### src/inc/cs_pkg.sv
// shared constants and types for the conversion scheduler
`default_nettype none
package cs_pkg;
    typedef logic [7:0] cs_byte_t;
    typedef logic [2:0] cs_chan_t;
    typedef logic [1:0] cs_mode_t;

    // command bytes of the registers
    localparam cs_byte_t CMD_MAIN_CFG = 8'h03;
    localparam cs_byte_t CMD_INTERVAL = 8'h04;
    localparam cs_byte_t CMD_CHAN_EN  = 8'h05;
    localparam cs_byte_t CMD_FILTER   = 8'h06;
    localparam cs_byte_t CMD_TRIGGER  = 8'h0f;

    // field positions
    localparam int STANDBY_BIT = 6;
    localparam int R2_FILT_LSB = 2;
    localparam int R1_FILT_LSB = 0;
    localparam int FRAC_LSB    = 3;
    localparam int NUM_CHAN    = 5;

    // reset values
    localparam cs_mode_t   INTERVAL_RST = 2'h2;
    localparam logic [4:0] CHAN_EN_RST  = 5'h1f;
    localparam cs_mode_t   FILT_RST     = 2'h3;
    localparam logic       STANDBY_RST  = 1'b0;
    localparam cs_mode_t   QUEUE_EN_RST = 2'h3;

    // interval and filter codes
    localparam cs_mode_t IVL_CONT  = 2'h0;
    localparam cs_mode_t IVL_364MS = 2'h1;
    localparam cs_mode_t IVL_1S    = 2'h2;
    localparam cs_mode_t IVL_2500  = 2'h3;
    localparam cs_mode_t FILT_OFF  = 2'h0;

    // timing: 1 ms tick from the 50 ns clock, periods in ms
    localparam int CLK_PERIOD_NS = 50;
    localparam int TICK_NS       = 1000000;
    localparam int TICK_CYC      = (TICK_NS + CLK_PERIOD_NS - 1) / CLK_PERIOD_NS;
    localparam int PERIOD_364_MS = 364;
    localparam int PERIOD_1S_MS  = 1000;
    localparam int PERIOD_2S5_MS = 2500;
    localparam logic [11:0] TICKS_364 = 12'(PERIOD_364_MS);
    localparam logic [11:0] TICKS_1S  = 12'(PERIOD_1S_MS);
    localparam logic [11:0] TICKS_2S5 = 12'(PERIOD_2S5_MS);
endpackage
`default_nettype wire

### src/logic/cs_ms_divider.sv
// millisecond tick divider, restartable
`timescale 1ns/10ps
`default_nettype none
module cs_ms_divider #(
    parameter int TICK_CYCLES = 20000
) (
    // clock and reset
    input  wire logic sys_clk,
    input  wire logic rst_b,
    // control
    input  wire logic restart,
    output logic      tick
);
    logic [15:0] cnt_ff;
    logic [15:0] nxt_cnt;
    logic        wrap;

    // wrap at the last cycle of each millisecond
    assign wrap    = (cnt_ff == 16'(TICK_CYCLES - 1));
    assign nxt_cnt = (restart || wrap) ? 16'h0000 : cnt_ff + 16'h0001;
    assign tick    = wrap && !restart;

    // cycle counter
    always_ff @(posedge sys_clk or negedge rst_b) begin
        if (!rst_b) begin
            cnt_ff <= 16'h0000;
        end else begin
            cnt_ff <= nxt_cnt;
        end
    end
endmodule // cs_ms_divider
`default_nettype wire

### src/logic/cs_period_timer.sv
// interval timer counting millisecond ticks against a limit
`timescale 1ns/10ps
`default_nettype none
module cs_period_timer (
    // clock and reset
    input  wire logic        sys_clk,
    input  wire logic        rst_b,
    // control
    input  wire logic        restart,
    input  wire logic        tick,
    input  wire logic [11:0] limit,
    // status
    output logic             done_ff
);
    logic [11:0] ms_ff;
    logic [11:0] nxt_ms;
    logic        nxt_done;

    // count saturates at the limit, restart clears
    assign nxt_ms   = restart ? 12'h000 : ((tick && ms_ff < limit) ? ms_ff + 12'h001 : ms_ff);
    assign nxt_done = !restart && (nxt_ms >= limit);

    // elapsed counter and flag
    always_ff @(posedge sys_clk or negedge rst_b) begin
        if (!rst_b) begin
            ms_ff   <= 12'h000;
            done_ff <= 1'b0;
        end else begin
            ms_ff   <= nxt_ms;
            done_ff <= nxt_done;
        end
    end
endmodule // cs_period_timer
`default_nettype wire

### src/logic/cs_conversion_scheduler.sv
// conversion scheduler: interval, channel enables, filter select, one-shot trigger
//
// Contract
// RULE_01: interval code 00 continuous, 01 0.364 s, 10 1 s, 11 2.5 s; reset 1 s.
// RULE_02: interval field sets the period over which enabled channels are converted.
// RULE_03: enabled channels convert in turn, then idle until the interval has elapsed.
// RULE_04: a channel with its enable clear is skipped and gets no measurement.
// RULE_05: continuous mode repeats at once, so fewer channels means faster repetition.
// RULE_06: timed intervals pad idle time so the period stays fixed.
// RULE_07: enable bits local 0, remotes 1 to 4; one enables; all set at reset.
// RULE_08: filter bits 3:2 pick remote 2 filter: 00 off, 01 basic, 11 enhanced.
// RULE_09: filter bits 1:0 pick remote 1 filter, same coding; both enhanced at reset.
// RULE_10: software must never write code 10 into a filter field.
// RULE_11: any trigger write starts one sequence over enabled channels while in standby.
// RULE_12: trigger register is write-only; written data is dropped, nothing stored.
// RULE_13: config bit 6 set means standby, clear means periodic conversion.
// RULE_14: two fraction bits of a remote reading read zero while its filter is off.
// RULE_15: a trigger write while actively converting is ignored.
`timescale 1ns/10ps
`default_nettype none
module cs_conversion_scheduler #(
    parameter int TICK_CYCLES = cs_pkg::TICK_CYC
) (
    // clock and reset
    input  wire logic            sys_clk,
    input  wire logic            rst_b,
    // register port from the serial bus engine
    input  wire logic            reg_wr,
    input  wire logic            reg_rd,
    input  wire cs_pkg::cs_byte_t reg_cmd,
    input  wire cs_pkg::cs_byte_t reg_wdata,
    output cs_pkg::cs_byte_t     reg_rdata_ff,
    // measurement front end
    output logic                 conv_start_ff,
    output cs_pkg::cs_chan_t     conv_chan_ff,
    input  wire logic            conv_done,
    output logic                 conv_busy,
    // filter control and remote fraction bytes
    output cs_pkg::cs_mode_t     remote1_filter_mode,
    output cs_pkg::cs_mode_t     remote2_filter_mode,
    input  wire cs_pkg::cs_byte_t remote1_lsb_raw,
    input  wire cs_pkg::cs_byte_t remote2_lsb_raw,
    output cs_pkg::cs_byte_t     remote1_lsb_ff,
    output cs_pkg::cs_byte_t     remote2_lsb_ff
);
    import cs_pkg::*;

    typedef enum logic [1:0] {ST_IDLE, ST_SCAN, ST_WAIT, ST_PAD} cs_state_e;

    cs_state_e   state_ff;
    cs_state_e   nxt_state;
    cs_chan_t    chan_ff;
    cs_chan_t    nxt_chan;
    cs_mode_t    interval_select;
    logic [4:0]  chan_en_ff;
    cs_mode_t    r1_filt_ff;
    cs_mode_t    r2_filt_ff;
    logic        standby_ctl;
    cs_mode_t    queue_en_ff;
    cs_byte_t    rd_mux;
    logic [11:0] period_limit;
    logic        ms_tick;
    logic        period_done;

    // register write decode
    logic wr_cfg;
    logic wr_ivl;
    logic wr_en;
    logic wr_filt;
    logic wr_trig;
    assign wr_cfg  = reg_wr && (reg_cmd == CMD_MAIN_CFG);
    assign wr_ivl  = reg_wr && (reg_cmd == CMD_INTERVAL);
    assign wr_en   = reg_wr && (reg_cmd == CMD_CHAN_EN);
    assign wr_filt = reg_wr && (reg_cmd == CMD_FILTER);
    assign wr_trig = reg_wr && (reg_cmd == CMD_TRIGGER);

    // sequencing terms
    // a trigger counts only while idle in standby, so one-shots never stack
    logic one_shot_go;
    logic seq_begin;
    logic chan_end;
    logic chan_hit;
    logic pad_over;
    assign one_shot_go = wr_trig && standby_ctl && (state_ff == ST_IDLE); // [RULE_11] [RULE_15]
    assign pad_over    = (interval_select == IVL_CONT) || period_done;     // [RULE_05] [RULE_06]
    assign seq_begin   = ((state_ff == ST_IDLE) && (!standby_ctl || one_shot_go))
                      || ((state_ff == ST_PAD) && !standby_ctl && pad_over);
    assign chan_end    = (chan_ff == 3'(NUM_CHAN));
    assign chan_hit    = !chan_end && chan_en_ff[chan_ff];                  // [RULE_04]
    assign conv_busy   = (state_ff == ST_SCAN) || (state_ff == ST_WAIT);

    // interval code to period length
    assign period_limit = (interval_select == IVL_364MS) ? TICKS_364 :     // [RULE_01]
                          (interval_select == IVL_1S)    ? TICKS_1S  :
                          (interval_select == IVL_2500)  ? TICKS_2S5 : 12'h000;

    // period timing restarts at the head of each sequence
    // shared restart keeps tick phase and period count aligned
    cs_ms_divider #(
        .TICK_CYCLES (TICK_CYCLES)
    ) u_div (
        .sys_clk (sys_clk),
        .rst_b   (rst_b),
        .restart (seq_begin),
        .tick    (ms_tick)
    );

    cs_period_timer u_timer (
        .sys_clk (sys_clk),
        .rst_b   (rst_b),
        .restart (seq_begin),
        .tick    (ms_tick),
        .limit   (period_limit),
        .done_ff (period_done)
    );

    // next state of the sequencer
    always_comb begin
        nxt_state = state_ff;
        case (state_ff)
            ST_IDLE: begin
                if (seq_begin) begin
                    nxt_state = ST_SCAN;                           // [RULE_13]
                end
            end
            ST_SCAN: begin
                if (chan_end) begin
                    nxt_state = ST_PAD;                            // [RULE_03]
                end else if (chan_hit) begin
                    nxt_state = ST_WAIT;
                end
            end
            ST_WAIT: begin
                if (conv_done) begin
                    nxt_state = ST_SCAN;
                end
            end
            ST_PAD: begin
                if (standby_ctl) begin
                    nxt_state = ST_IDLE;
                end else if (pad_over) begin
                    nxt_state = ST_SCAN;                           // [RULE_02] [RULE_06]
                end
            end
            default: begin
                nxt_state = ST_IDLE;
            end
        endcase
    end

    // channel index walks 0..4, skipping disabled ones
    assign nxt_chan = seq_begin ? 3'h0 :
                      (((state_ff == ST_SCAN) && !chan_end && !chan_hit)
                       || ((state_ff == ST_WAIT) && conv_done)) ? chan_ff + 3'h1 : chan_ff;

    // sequencer registers
    always_ff @(posedge sys_clk or negedge rst_b) begin
        if (!rst_b) begin
            state_ff <= ST_IDLE;
            chan_ff  <= 3'h0;
        end else begin
            state_ff <= nxt_state;
            chan_ff  <= nxt_chan;
        end
    end

    // one start pulse per enabled channel
    always_ff @(posedge sys_clk or negedge rst_b) begin
        if (!rst_b) begin
            conv_start_ff <= 1'b0;
            conv_chan_ff  <= 3'h0;
        end else begin
            conv_start_ff <= (state_ff == ST_SCAN) && chan_hit;   // [RULE_04]
            if ((state_ff == ST_SCAN) && chan_hit) begin
                conv_chan_ff <= chan_ff;
            end
        end
    end

    // configuration registers; trigger data is never stored
    always_ff @(posedge sys_clk or negedge rst_b) begin
        if (!rst_b) begin
            standby_ctl     <= STANDBY_RST;
            queue_en_ff     <= QUEUE_EN_RST;
            interval_select <= INTERVAL_RST;
            chan_en_ff      <= CHAN_EN_RST;
            r1_filt_ff      <= FILT_RST;
            r2_filt_ff      <= FILT_RST;
        end else begin
            if (wr_cfg) begin
                standby_ctl <= reg_wdata[STANDBY_BIT];                    // [RULE_13]
                queue_en_ff <= reg_wdata[1:0];
            end
            if (wr_ivl) begin
                interval_select <= reg_wdata[1:0];                        // [RULE_01]
            end
            if (wr_en) begin
                chan_en_ff <= reg_wdata[4:0];                             // [RULE_07]
            end
            if (wr_filt) begin
                r2_filt_ff <= reg_wdata[R2_FILT_LSB +: 2];                // [RULE_08]
                r1_filt_ff <= reg_wdata[R1_FILT_LSB +: 2];                // [RULE_09]
            end
        end
    end

    assign remote1_filter_mode = r1_filt_ff;
    assign remote2_filter_mode = r2_filt_ff;

    // read data: reserved bits zero, trigger and unmapped read zero
    assign rd_mux = (reg_cmd == CMD_MAIN_CFG) ? {1'b0, standby_ctl, 4'h0, queue_en_ff} :
                    (reg_cmd == CMD_INTERVAL) ? {6'h00, interval_select} :
                    (reg_cmd == CMD_CHAN_EN)  ? {3'h0, chan_en_ff} :
                    (reg_cmd == CMD_FILTER)   ? {4'h0, r2_filt_ff, r1_filt_ff} : 8'h00; // [RULE_12]

    // read data register
    always_ff @(posedge sys_clk or negedge rst_b) begin
        if (!rst_b) begin
            reg_rdata_ff <= 8'h00;
        end else if (reg_rd) begin
            reg_rdata_ff <= rd_mux;
        end
    end

    // fraction masking for the two filtered remotes
    // reserved filter code 10 counts as filter on
    logic [1:0][7:0] lsb_raw;
    logic [7:0]      lsb_ff [2];
    logic [1:0][1:0] filt_mode;
    assign lsb_raw   = {remote2_lsb_raw, remote1_lsb_raw};
    assign filt_mode = {r2_filt_ff, r1_filt_ff};
    for (genvar g = 0; g < 2; g++) begin : g_frac
        logic [1:0] frac;
        assign frac = (filt_mode[g] == FILT_OFF) ? 2'h0 : lsb_raw[g][FRAC_LSB +: 2]; // [RULE_14]
        always_ff @(posedge sys_clk or negedge rst_b) begin
            if (!rst_b) begin
                lsb_ff[g] <= 8'h00;
            end else begin
                lsb_ff[g] <= {lsb_raw[g][7:5], frac, 3'h0};
            end
        end
    end
    assign remote1_lsb_ff = lsb_ff[0];
    assign remote2_lsb_ff = lsb_ff[1];
endmodule // cs_conversion_scheduler
`default_nettype wire

### config.mk
export PLATFORM = sky130hd
export DESIGN_NAME = cs_conversion_scheduler
export DESIGN_NICKNAME = d
export VERILOG_FILES = /design/src/inc/cs_pkg.sv /design/src/logic/cs_ms_divider.sv /design/src/logic/cs_period_timer.sv /design/src/logic/cs_conversion_scheduler.sv
export SDC_FILE = /design/constraint.sdc
export NUM_CORES = 1
export LEC_CHECK = 0
export BUFFER_PORTS_ARGS = -buffer_cell sky130_fd_sc_hd__buf_2
export CAP_MARGIN = 30
export CORE_MARGIN = 10
export CORE_UTILIZATION = 47
export CTS_CLUSTER_SIZE = 24
export DETAILED_ROUTE_END_ITERATION = 10
export PLACE_DENSITY = 0.69
export SETUP_SLACK_MARGIN = 0.4
export SLEW_MARGIN = 40
export SYNTH_ARGS = -nofsm -noshare
export SYNTH_HDL_FRONTEND = slang
export SYNTH_SLANG_ARGS = --single-unit
### constraint.sdc
create_clock -name sys_clk -period 8.4 [get_ports sys_clk]
set_clock_uncertainty 0.1 [all_clocks]
set_input_delay 1.68 -clock sys_clk [delete_from_list [all_inputs] [get_ports sys_clk]]
set_output_delay 1.68 -clock sys_clk [all_outputs]
set_load 0.03 [all_outputs]
After elaboration in Yosys (flattened, before gate mapping). Index checks and enable logic that the tools add are counted.

Add/subtract/negate cells: 3. Order comparisons: 3. Eq/ne operators: 17. Mux-type cells: 23. Reduce and logical (&&, ||, !) cells: 34.

Operator list (count): $mux W12 (5); $eq A8 B3 Y1 const B (3); $logic_and A1 B1 Y1 (18); $add A16 B1 Y16 const B (1); $eq A16 B15 Y1 const B (1); $mux W16 (1); $mux W2 (8); $add A12 B1 Y12 const B (1); $ge A12 B12 Y1 (1); $lt A12 B12 Y1 (1); $mux W5 (2); $eq A2 B2 Y1 const B (4); $eq A8 B2 Y1 const B (1); $eq A8 B4 Y1 const B (1); $logic_not A2 Y1 (4); $pmux W2 S4 (1); $mux W7 (1); $logic_or A1 B1 Y1 (6); $mux W3 (2); $ne A3 B3 Y1 const B (2); $eq A2 B1 Y1 const B (2); $logic_not A1 Y1 (4); $lt A3 B4 Y1 const B (1); $mux W4 (1); 7 further kinds (8).

Register bits: 70. Input port bits: 37. Logic and storage cells: 96.

Depth between registers and ports, before layout. Gate-level depths: netlist of the first run.

Depth after elaboration: 14. Mapped depth: 18. Depth with buffers taken out: 17.

Hierarchy. From an unflattened synthesis of the first run, not the netlist that was laid out.

Cell total of the unflattened synthesis: 397. Area total of the unflattened synthesis: 4025.1 µm².

Modules (own cells, without submodules): cs_conversion_scheduler (instances 1, cells each 179, area an instance 2049.5 µm²); cs_period_timer (instances 1, cells each 136, area an instance 1188.6 µm²); cs_ms_divider (instances 1, cells each 82, area an instance 787.0 µm²).

Worst setup path before layout of the first run. Ideal clock, no wire load.

Path type: input to register. Start point: input reg_cmd[5]. End point: register u_timer.done_ff. Setup time: 0.136 ns. Arrival: 4.088 ns. Data required time: 8.164 ns. Setup slack: 4.076 ns. Stages: 11. Buffers on the path: 1. Path through: or4_4 -> or3_4 -> nand2_1 -> clkbuf_1 -> nor2_1 -> ha_1 -> inv_1 -> o221ai_1 -> a31o_2 -> nor4_1 -> o32ai_1.

Word-level cells in the longest chain between the ends: 14.

RTL lines: from (decl) (RTL line cs_conversion_scheduler.sv:30) `input wire cs_pkg::cs_byte_t reg_cmd,`; $eq A8 B4 Y1 * (RTL line cs_conversion_scheduler.sv:75) `assign wr_trig = reg_wr && (reg_cmd == CMD_TRIGGER);`; $logic_and A1 B1 Y1 * (RTL line cs_conversion_scheduler.sv:75); $logic_and A1 B1 Y1 * (2 in a row) (RTL line cs_conversion_scheduler.sv:84) `assign one_shot_go = wr_trig && standby_ctl && (state_ff == ST_IDLE);`; $logic_or A1 B1 Y1 * (RTL line cs_conversion_scheduler.sv:86) `assign seq_begin = ((state_ff == ST_IDLE) && (!standby_ctl || one_shot_go))`; $logic_and A1 B1 Y1 * (RTL line cs_conversion_scheduler.sv:86); $logic_or A1 B1 Y1 * (RTL line cs_conversion_scheduler.sv:87) `|| ((state_ff == ST_PAD) && !standby_ctl && pad_over);`; $logic_not A1 Y1 (RTL line cs_ms_divider.sv:21) `assign tick = wrap && !restart;`; $logic_and A1 B1 Y1 (RTL line cs_ms_divider.sv:21); $logic_and A1 B1 Y1 (RTL line cs_period_timer.sv:20) `assign nxt_ms = restart ? 12'h000 : ((tick && ms_ff < limit) ? ms_ff + 12'h001 : ms_ff);`; $mux W12 (RTL line cs_period_timer.sv:20); $mux W12 * (RTL line cs_period_timer.sv:20); net u_timer.nxt_ms[3] (RTL line cs_period_timer.sv:16) `logic [11:0] nxt_ms;`; $ge A12 B12 Y1 * (RTL line cs_period_timer.sv:21) `assign nxt_done = !restart && (nxt_ms >= limit);`; $logic_and A1 B1 Y1 * (RTL line cs_period_timer.sv:21); net u_timer.nxt_done (RTL line cs_period_timer.sv:17) `logic nxt_done;`; to (signal assigned) (RTL line cs_period_timer.sv:30) `done_ff <= nxt_done;`; to (decl) (RTL line cs_period_timer.sv:13) `output logic done_ff`.

The timed path passes the listed nets; every way through them passes the cells marked *. A chain may end at the register's enable or synchronous reset.

Worst setup path in the final report of the first run.
Start point: register interval_select[1]. End point: register u_timer.done_ff.

Word-level cells in the longest chain between the ends: 11. Elaborated cells between the ends (all ways): 18. Classes of those cells: 2 x order compare; 3 x eq/ne; 5 x mux; 8 x reduce/logical.

RTL lines: from (decl) (RTL line cs_conversion_scheduler.sv:54) `cs_mode_t interval_select;`; from (signal assigned) (RTL line cs_conversion_scheduler.sv:195) `interval_select <= reg_wdata[1:0];`; branches (longest 8 deep; another with $lt A12 B12 Y1); $mux W12 * (RTL line cs_period_timer.sv:20); net u_timer.nxt_ms[6] (RTL line cs_period_timer.sv:16); $ge A12 B12 Y1 * (RTL line cs_period_timer.sv:21); $logic_and A1 B1 Y1 * (RTL line cs_period_timer.sv:21); net u_timer.nxt_done (RTL line cs_period_timer.sv:17).

Mark *: on every way through the listed nets, which the timed path passes.

==> impl_metrics.toml, run 1 <==
[run_status]
status = "complete, no violations"

[synthesis]
syn-cell-area_sq_um = 3760
seq_area_frac_synth_pct = 45.6
synth-edff-count = 0
async_reset_ff_share_pct = 100
syn_inst = 370
synth-seq-cells = 68
synth_ff_type = "dfrtp_1"
avgSynthCellArea_sq_um = 10.2
yosysUniqueCellTypes = 57
yosys_warnings = 0

[setup_path]
reg2reg_slack_ns = 3.74
cp_slowest_cell = "a2111oi_4"
worst-path-buf-inv = 1
required_ns = 8.50
r2r_cells = 15
cp-startpoint = "interval_select[1]$_DFFE_PN1P_"
path_depth = 15
crit_chain = "inv_1 > ha_1 > ha_1 > a211o_1 > a21o_1 > a2111oi_4 > nand4_1 > or3_1 > a21oi_1 > ha_1 > a21oi_1 > o221ai_1 > a31o_2 > nor4_1 > o32ai_1"
worstSetupEndpointType = "register"
critical_path_arrival_ns = 4.77
worstReg2RegEnd = "u_timer.done_ff$_DFF_PN0_"
crit_path_frequent_cell = "ha_1"
cp_max_fo = 11
cpPeakStageDelay_ns = 0.70
r2r_start = "interval_select[1]$_DFFE_PN1P_"
crit_type = "register to register"
startpoint_type = "register"
crit_family = "compound AO/OA/AOI/OAI gates"

[routing]
route.vias.total = 2870
drc_errors = 0
drtAntennaViolNets = 0
drt_wl_total_mm = 8.13
wire_per_inst_um = 15.2
dr.pass1.iters = 5
vias_per_cell = 5.38
drtIter0Drc = 89

[floorplanning]
dieWidth_um = 109
pin_count = 70
initial_core_util_pct = 48.4
dieArea_sq_um = 12000
rows = 32
die_y_um = 109
coreArea_sq_um = 7770

[sta]
fmax_ghz = 0.214
finalCriticalPeriod_ns = 4.66
drv_slew = 0
rsz0062_at_grt = "false"
maxSlewHeadroom_pct = 51.9
fin_tns_setup_ns = 0
fin_ws_ns = 3.74
timing.final.hold_violations = 0
whs_ns = 0.380
finalSetupViolCount = 0
worst_slew_pin_slew_ns = 0.722
period_share_pct = 55.5

[final_layout]
final_common_cell = "dfrtp_1"
area_delta_synth_final_pct = 13.3
nNetsFinal = 489
fin_area_sq_um = 4260
final_cell_mix = "dfrtp_1, buf_2, nand2_1"
drive_gt1_share_pct = 25.1
diodes = 0

[hold_path]
min_from = "conv_chan_ff[2]$_DFFE_PN0P_"
whs_endpoint = "conv_chan_ff[2]$_DFFE_PN0P_"
hp-class = "register to register"
hold_depth = 2

[power_and_ir_drop]
power.share.switching_pct = 35.2
power.density_nw_per_um2 = 203
vdd_ir_drop_max_uv = 150
p_int_uw = 561
p_clk_share_pct = 27.4
power_frac_comb_pct = 26.7
leakagePower_nw = 2.08
p_sw_uw = 305
sequentialPowerShare_pct = 45.9

[clock_network]
clock_latency_ns = 0.35
hold_buffers = 0
cts_tree = "yes"
cts_resized = 0
post_cts_buffers = 0
clk_path_buf_depth = 2
cts_max_level = 3
cts_buffers = 9
clkSlewWorstSetupHoldPaths_ns = 0.08
cts-root-buf = "clkbuf_8"
cts_sinks = 68

[global_routing]
grt_max_degree = 69
grt-ovfl-total = 0
grt_pass1_vias = 2920
grt_pass1_wl_mm = 13.8
antenna_found_initial = 0
grtUsageTotal_pct = 14.1

[place]
io_buffers = 53
place.detailed.hpwl_mm = 5.99
gp_congestion = 0.799
dp_slack_ns = 3.54
placed_cell_area_sq_um = 4100

[job]
maxCapViolations = 0
[power groups by stage]
stage	Clock [mW]	Combinational, mW	Sequential (mW)
CTS	0.245	0.235	0.397
global route	0.260	0.262	0.404
detailed placement	0	0.233	0.403
finish	0.237	0.231	0.397
global placement	0	0.228	0.401
floorplan	0	0.164	0.411
[Yosys cell counts (all sizes together), types with 2 or more instances]
cell | count | area, sq um
nand2 | 31 | 116
nor2b | 7 | 43.8
and2 | 3 | 21.3
o21bai | 2 | 15.0
nand2b | 4 | 25.0
o21a | 6 | 45.0
ha | 26 | 325
clkbuf | 5 | 18.8
a21oi | 17 | 85.1
dfstp | 12 | 315
buf | 11 | 81.3
a31o | 3 | 26.3
o32ai | 2 | 17.5
o2111ai | 2 | 17.5
inv | 22 | 82.6
o21ai | 22 | 110
a211oi | 3 | 22.5
nand4 | 9 | 56.3
or3 | 7 | 48.8
nor4bb | 2 | 20.0
xor2 | 14 | 123
dfrtp | 56 | 1400
a31oi | 4 | 25.0
mux2 | 13 | 150
xnor2 | 5 | 43.8
a211o | 2 | 17.5
and4 | 6 | 52.6
nor2 | 30 | 113
nand3 | 15 | 87.6
a21boi | 2 | 15.0
nor4 | 2 | 12.5
nor3b | 2 | 15.0
and3 | 7 | 43.8
[metrics by stage]
step                      power (mW)  utilization, %  std cells
after CTS                      0.877            54.9        533
after floorplan                0.575               -        377
final                          0.866            54.9        533
after global routing           0.926            54.9        533
after detailed placement       0.636            52.7        517
after global placement         0.629            52.6        517
[routing by layer]
layer / routed length, um / track usage (%) / up-vias
met1: 3650 / 17.8 / 1385
met4: 106 / 5.39 / 0
li1: - / - / 1405
met5: 0 / 0 / -
met2: 3900 / 22.6 / 70
met3: 470 / 3.86 / 10
[layout make-up]
class / instances / area, sq um
well taps: 102 / 128
fillers: 707 / 3500
flip-flops and latches: 68 / 1720
repair buffers: 54 / 277
clock buffers: 9 / 124
clock inverters: 7 / 43.8
multi-input cells: 271 / 1890
inverters: 22 / 82.6
[cell families after synthesis]
group,synth area share (%)
DFF,45.6
AOI/OAI and AO/OA,12.4
other,0.0997
muxes,4.59
and+or+nand+nor,19.3
buffers and inverters,4.86
adders and majority gates,8.65
xor gates and xnor gates,4.42
[worst reg2reg max path: cells and delay by family, from the launching register on]
family | cells | cell delay [ns]
AO/OA/AOI/OAI | 8 | 2.08
adder cells (fa/ha/maj) | 3 | 0.81
buffers and inverters | 1 | 0.12
flip-flops | 1 | 0.57
AND/OR/NAND/NOR | 3 | 0.86
[how the worst max path moves through the flow]
| stage | to | slack (ns) |
|---|---|---|
| finish | u_timer.done_ff$_DFF_PN0_ | 3.74 |
| global route | u_timer.done_ff$_DFF_PN0_ | 3.37 |
| CTS | u_timer.done_ff$_DFF_PN0_ | 3.76 |
| detailed placement | u_timer.done_ff$_DFF_PN0_ | 3.54 |
| global placement | u_timer.done_ff$_DFF_PN0_ | 3.61 |
| floorplan | u_timer.done_ff$_DFF_PN0_ | 4.08 |
[registers in the layout (all words and copies together), names as in the netlist]
name                 cells
u_div.cnt_ff            16
u_timer.ms_ff           12
reg_rdata_ff             6
chan_en_ff               5
remote1_lsb_ff           5
remote2_lsb_ff           5
chan_ff                  3
conv_chan_ff             3
interval_select          2
queue_en_ff              2
remote1_filter_mode      2
remote2_filter_mode      2
state_ff                 2
conv_start_ff            1
standby_ctl              1
u_timer.done_ff          1
(Power assumes the default switching activity.)
==> run 2, diff against run 1 <==
PLACE_DENSITY = 0.72   (was 0.69)
clock period = 4.2 ns   (was 8.4 ns; I/O delays follow)
==> run 2 against run 1 <==
Non-clock buffer count is 8 higher. Critical path depth stayed put. First-iteration DRC count is 60% higher. Worst setup slack worse by 3.5 ns. Final cell count is 1.5% higher. Worst hold slack worse by 0.048 ns. Register-to-register slack worse by 3.5 ns. Sequential share of layout area is 1.8 points lower. Design area is 4.8% higher. Total power is 110% higher. Combinational power is 110% higher. Maximum frequency is 18% higher.
==> impl_metrics.toml, run 2 (same netlist as run 1, synthesis figures left out) <==
[hold_path]
hp-class = "input pin to async pin"

[clock_network]
cts_max_level = 3
clk_path_buf_depth = 2
cts_sinks = 68
cts-root-buf = "clkbuf_8"
cts_buffers = 9
clock_latency_ns = 0.35
cts_tree = "yes"
hold_buffers = 0
clkSlewWorstSetupHoldPaths_ns = 0.08

[routing]
drtAntennaViolNets = 0
dr.pass1.iters = 4
wire_per_inst_um = 16.5
drc_errors = 0
drtIter0Drc = 142
drt_wl_total_mm = 8.92
vias_per_cell = 5.40
route.vias.total = 2919

[sta]
fin_tns_setup_ns = 0
worst_slew_pin_slew_ns = 0.673
finalSetupViolCount = 0
rsz0062_at_grt = "true"
whs_ns = 0.333
period_share_pct = 94.0
finalCriticalPeriod_ns = 3.95
timing.final.hold_violations = 0
drv_slew = 0
fmax_ghz = 0.253
fin_ws_ns = 0.252
maxSlewHeadroom_pct = 55.1

[place]
io_buffers = 53
place.detailed.hpwl_mm = 6.29
dp_slack_ns = 0.203
gp_congestion = 0.848

[setup_path]
startpoint_type = "register"
critical_path_arrival_ns = 4.08
required_ns = 4.33
crit_type = "register to register"
cp_max_fo = 7
reg2reg_slack_ns = 0.25
worstSetupEndpointType = "register"

[job]
maxCapViolations = 0

[final_layout]
seqCellArea_sq_um = 1720
top_register = "u_div.cnt_ff"
diodes = 0
final_common_cell = "dfrtp_1"
final_cell_mix = "dfrtp_1, buf_2, nand2_1"
fin_util_pct = 57.5
largest_reg_flops = 16
drive_gt1_share_pct = 29.8
multi_input_area_sq_um = 2000
nNetsFinal = 497
area_delta_synth_final_pct = 18.8
reg_top3 = "u_div.cnt_ff x16, u_timer.ms_ff x12, reg_rdata_ff x6"
fillers = 680

[global_routing]
grt_pass1_wl_mm = 14.1
grt_pass1_vias = 2941
grt_max_degree = 49
antenna_found_initial = 0
grt-ovfl-total = 0
grtUsageTotal_pct = 14.6

[run_status]
status = "complete, no violations"

[floorplanning]
rows = 32
dieWidth_um = 109
pin_count = 70
die_y_um = 109
initial_core_util_pct = 48.4
dieArea_sq_um = 12000
coreArea_sq_um = 7770

[power_and_ir_drop]
vdd_ir_drop_max_uv = 171
power.density_nw_per_um2 = 414
leakagePower_nw = 2.13
[run 2: cell count changes in the layout (fill, tap and decap cells not counted), sizes merged]
cell,delta
buf,+8
clkinv,-2
bufinv,+1
clkbuf,+1
[run 2: cell type report]
type	count	area share, %
Clock buffer	10	3.08
Multi-Input combinational cell	271	44.8
Tap cell	102	2.86
Timing Repair Buffer	62	7.53
Inverter	22	1.85
Clock inverter	6	1.43
Sequential cell	68	38.4
[run 2: final timing paths]
kind                                           startpoint                     endpoint  depth (start not counted)
max in group asynchronous                           rst_b    u_div.cnt_ff[6]$_DFF_PN0_                          2
min in group sys_clk          conv_chan_ff[0]$_DFFE_PN0P_  conv_chan_ff[0]$_DFFE_PN0P_                          2
setup reg to reg           interval_select[1]$_DFFE_PN1P_    u_timer.done_ff$_DFF_PN0_                         15
hold reg to reg               conv_chan_ff[0]$_DFFE_PN0P_  conv_chan_ff[0]$_DFFE_PN0P_                          2
hold / removal                                      rst_b  remote1_lsb_ff[5]$_DFF_PN0_                          1
setup / recovery           interval_select[1]$_DFFE_PN1P_    u_timer.done_ff$_DFF_PN0_                         15
[run 2: per-layer routing]
layer	vias up	track usage [%]	share of wire [%]
met4	0	6.32	1.6
met2	61	23.4	51
met5	-	0	0
met3	10	3.28	4.6
met1	1422	18.7	43
li1	1426	-	-
[run 2: repair_timing]
action,CTS,global route
resized for setup,7,15
setup buffers,2,1
endpoints found under the setup margin,1,1
pin swaps,3,9
[run 2: through the flow]
step | power, mW | cells | cell area [sq um]
CTS | 1.85 | 540 | 4370
finish | 1.85 | 541 | 4470
global route | 1.96 | 541 | 4470
global placement | 1.26 | 522 | 4130
floorplan | 1.15 | 377 | 3790
detailed placement | 1.28 | 522 | 4130
[run 2: worst max-delay path, stage by stage (launching register included)]
cell	delay [ns]
dfstp_2	0.60
inv_2	0.07
buf_4	0.15
ha_1	0.32
and3b_1	0.19
o311a_1	0.14
a2111oi_4	0.41
buf_6	0.16
nand3_4	0.08
buf_4	0.17
or3_1	0.30
a21oi_1	0.21
ha_1	0.29
a211oi_1	0.32
and3_1	0.23
o32ai_2	0.09
[run 2: power breakdown]
part	total, mW	internal, mW	switching, mW
Combinational	0.493	0.197	0.296
Sequential	0.798	0.728	0.0697
Clock	0.559	0.289	0.270
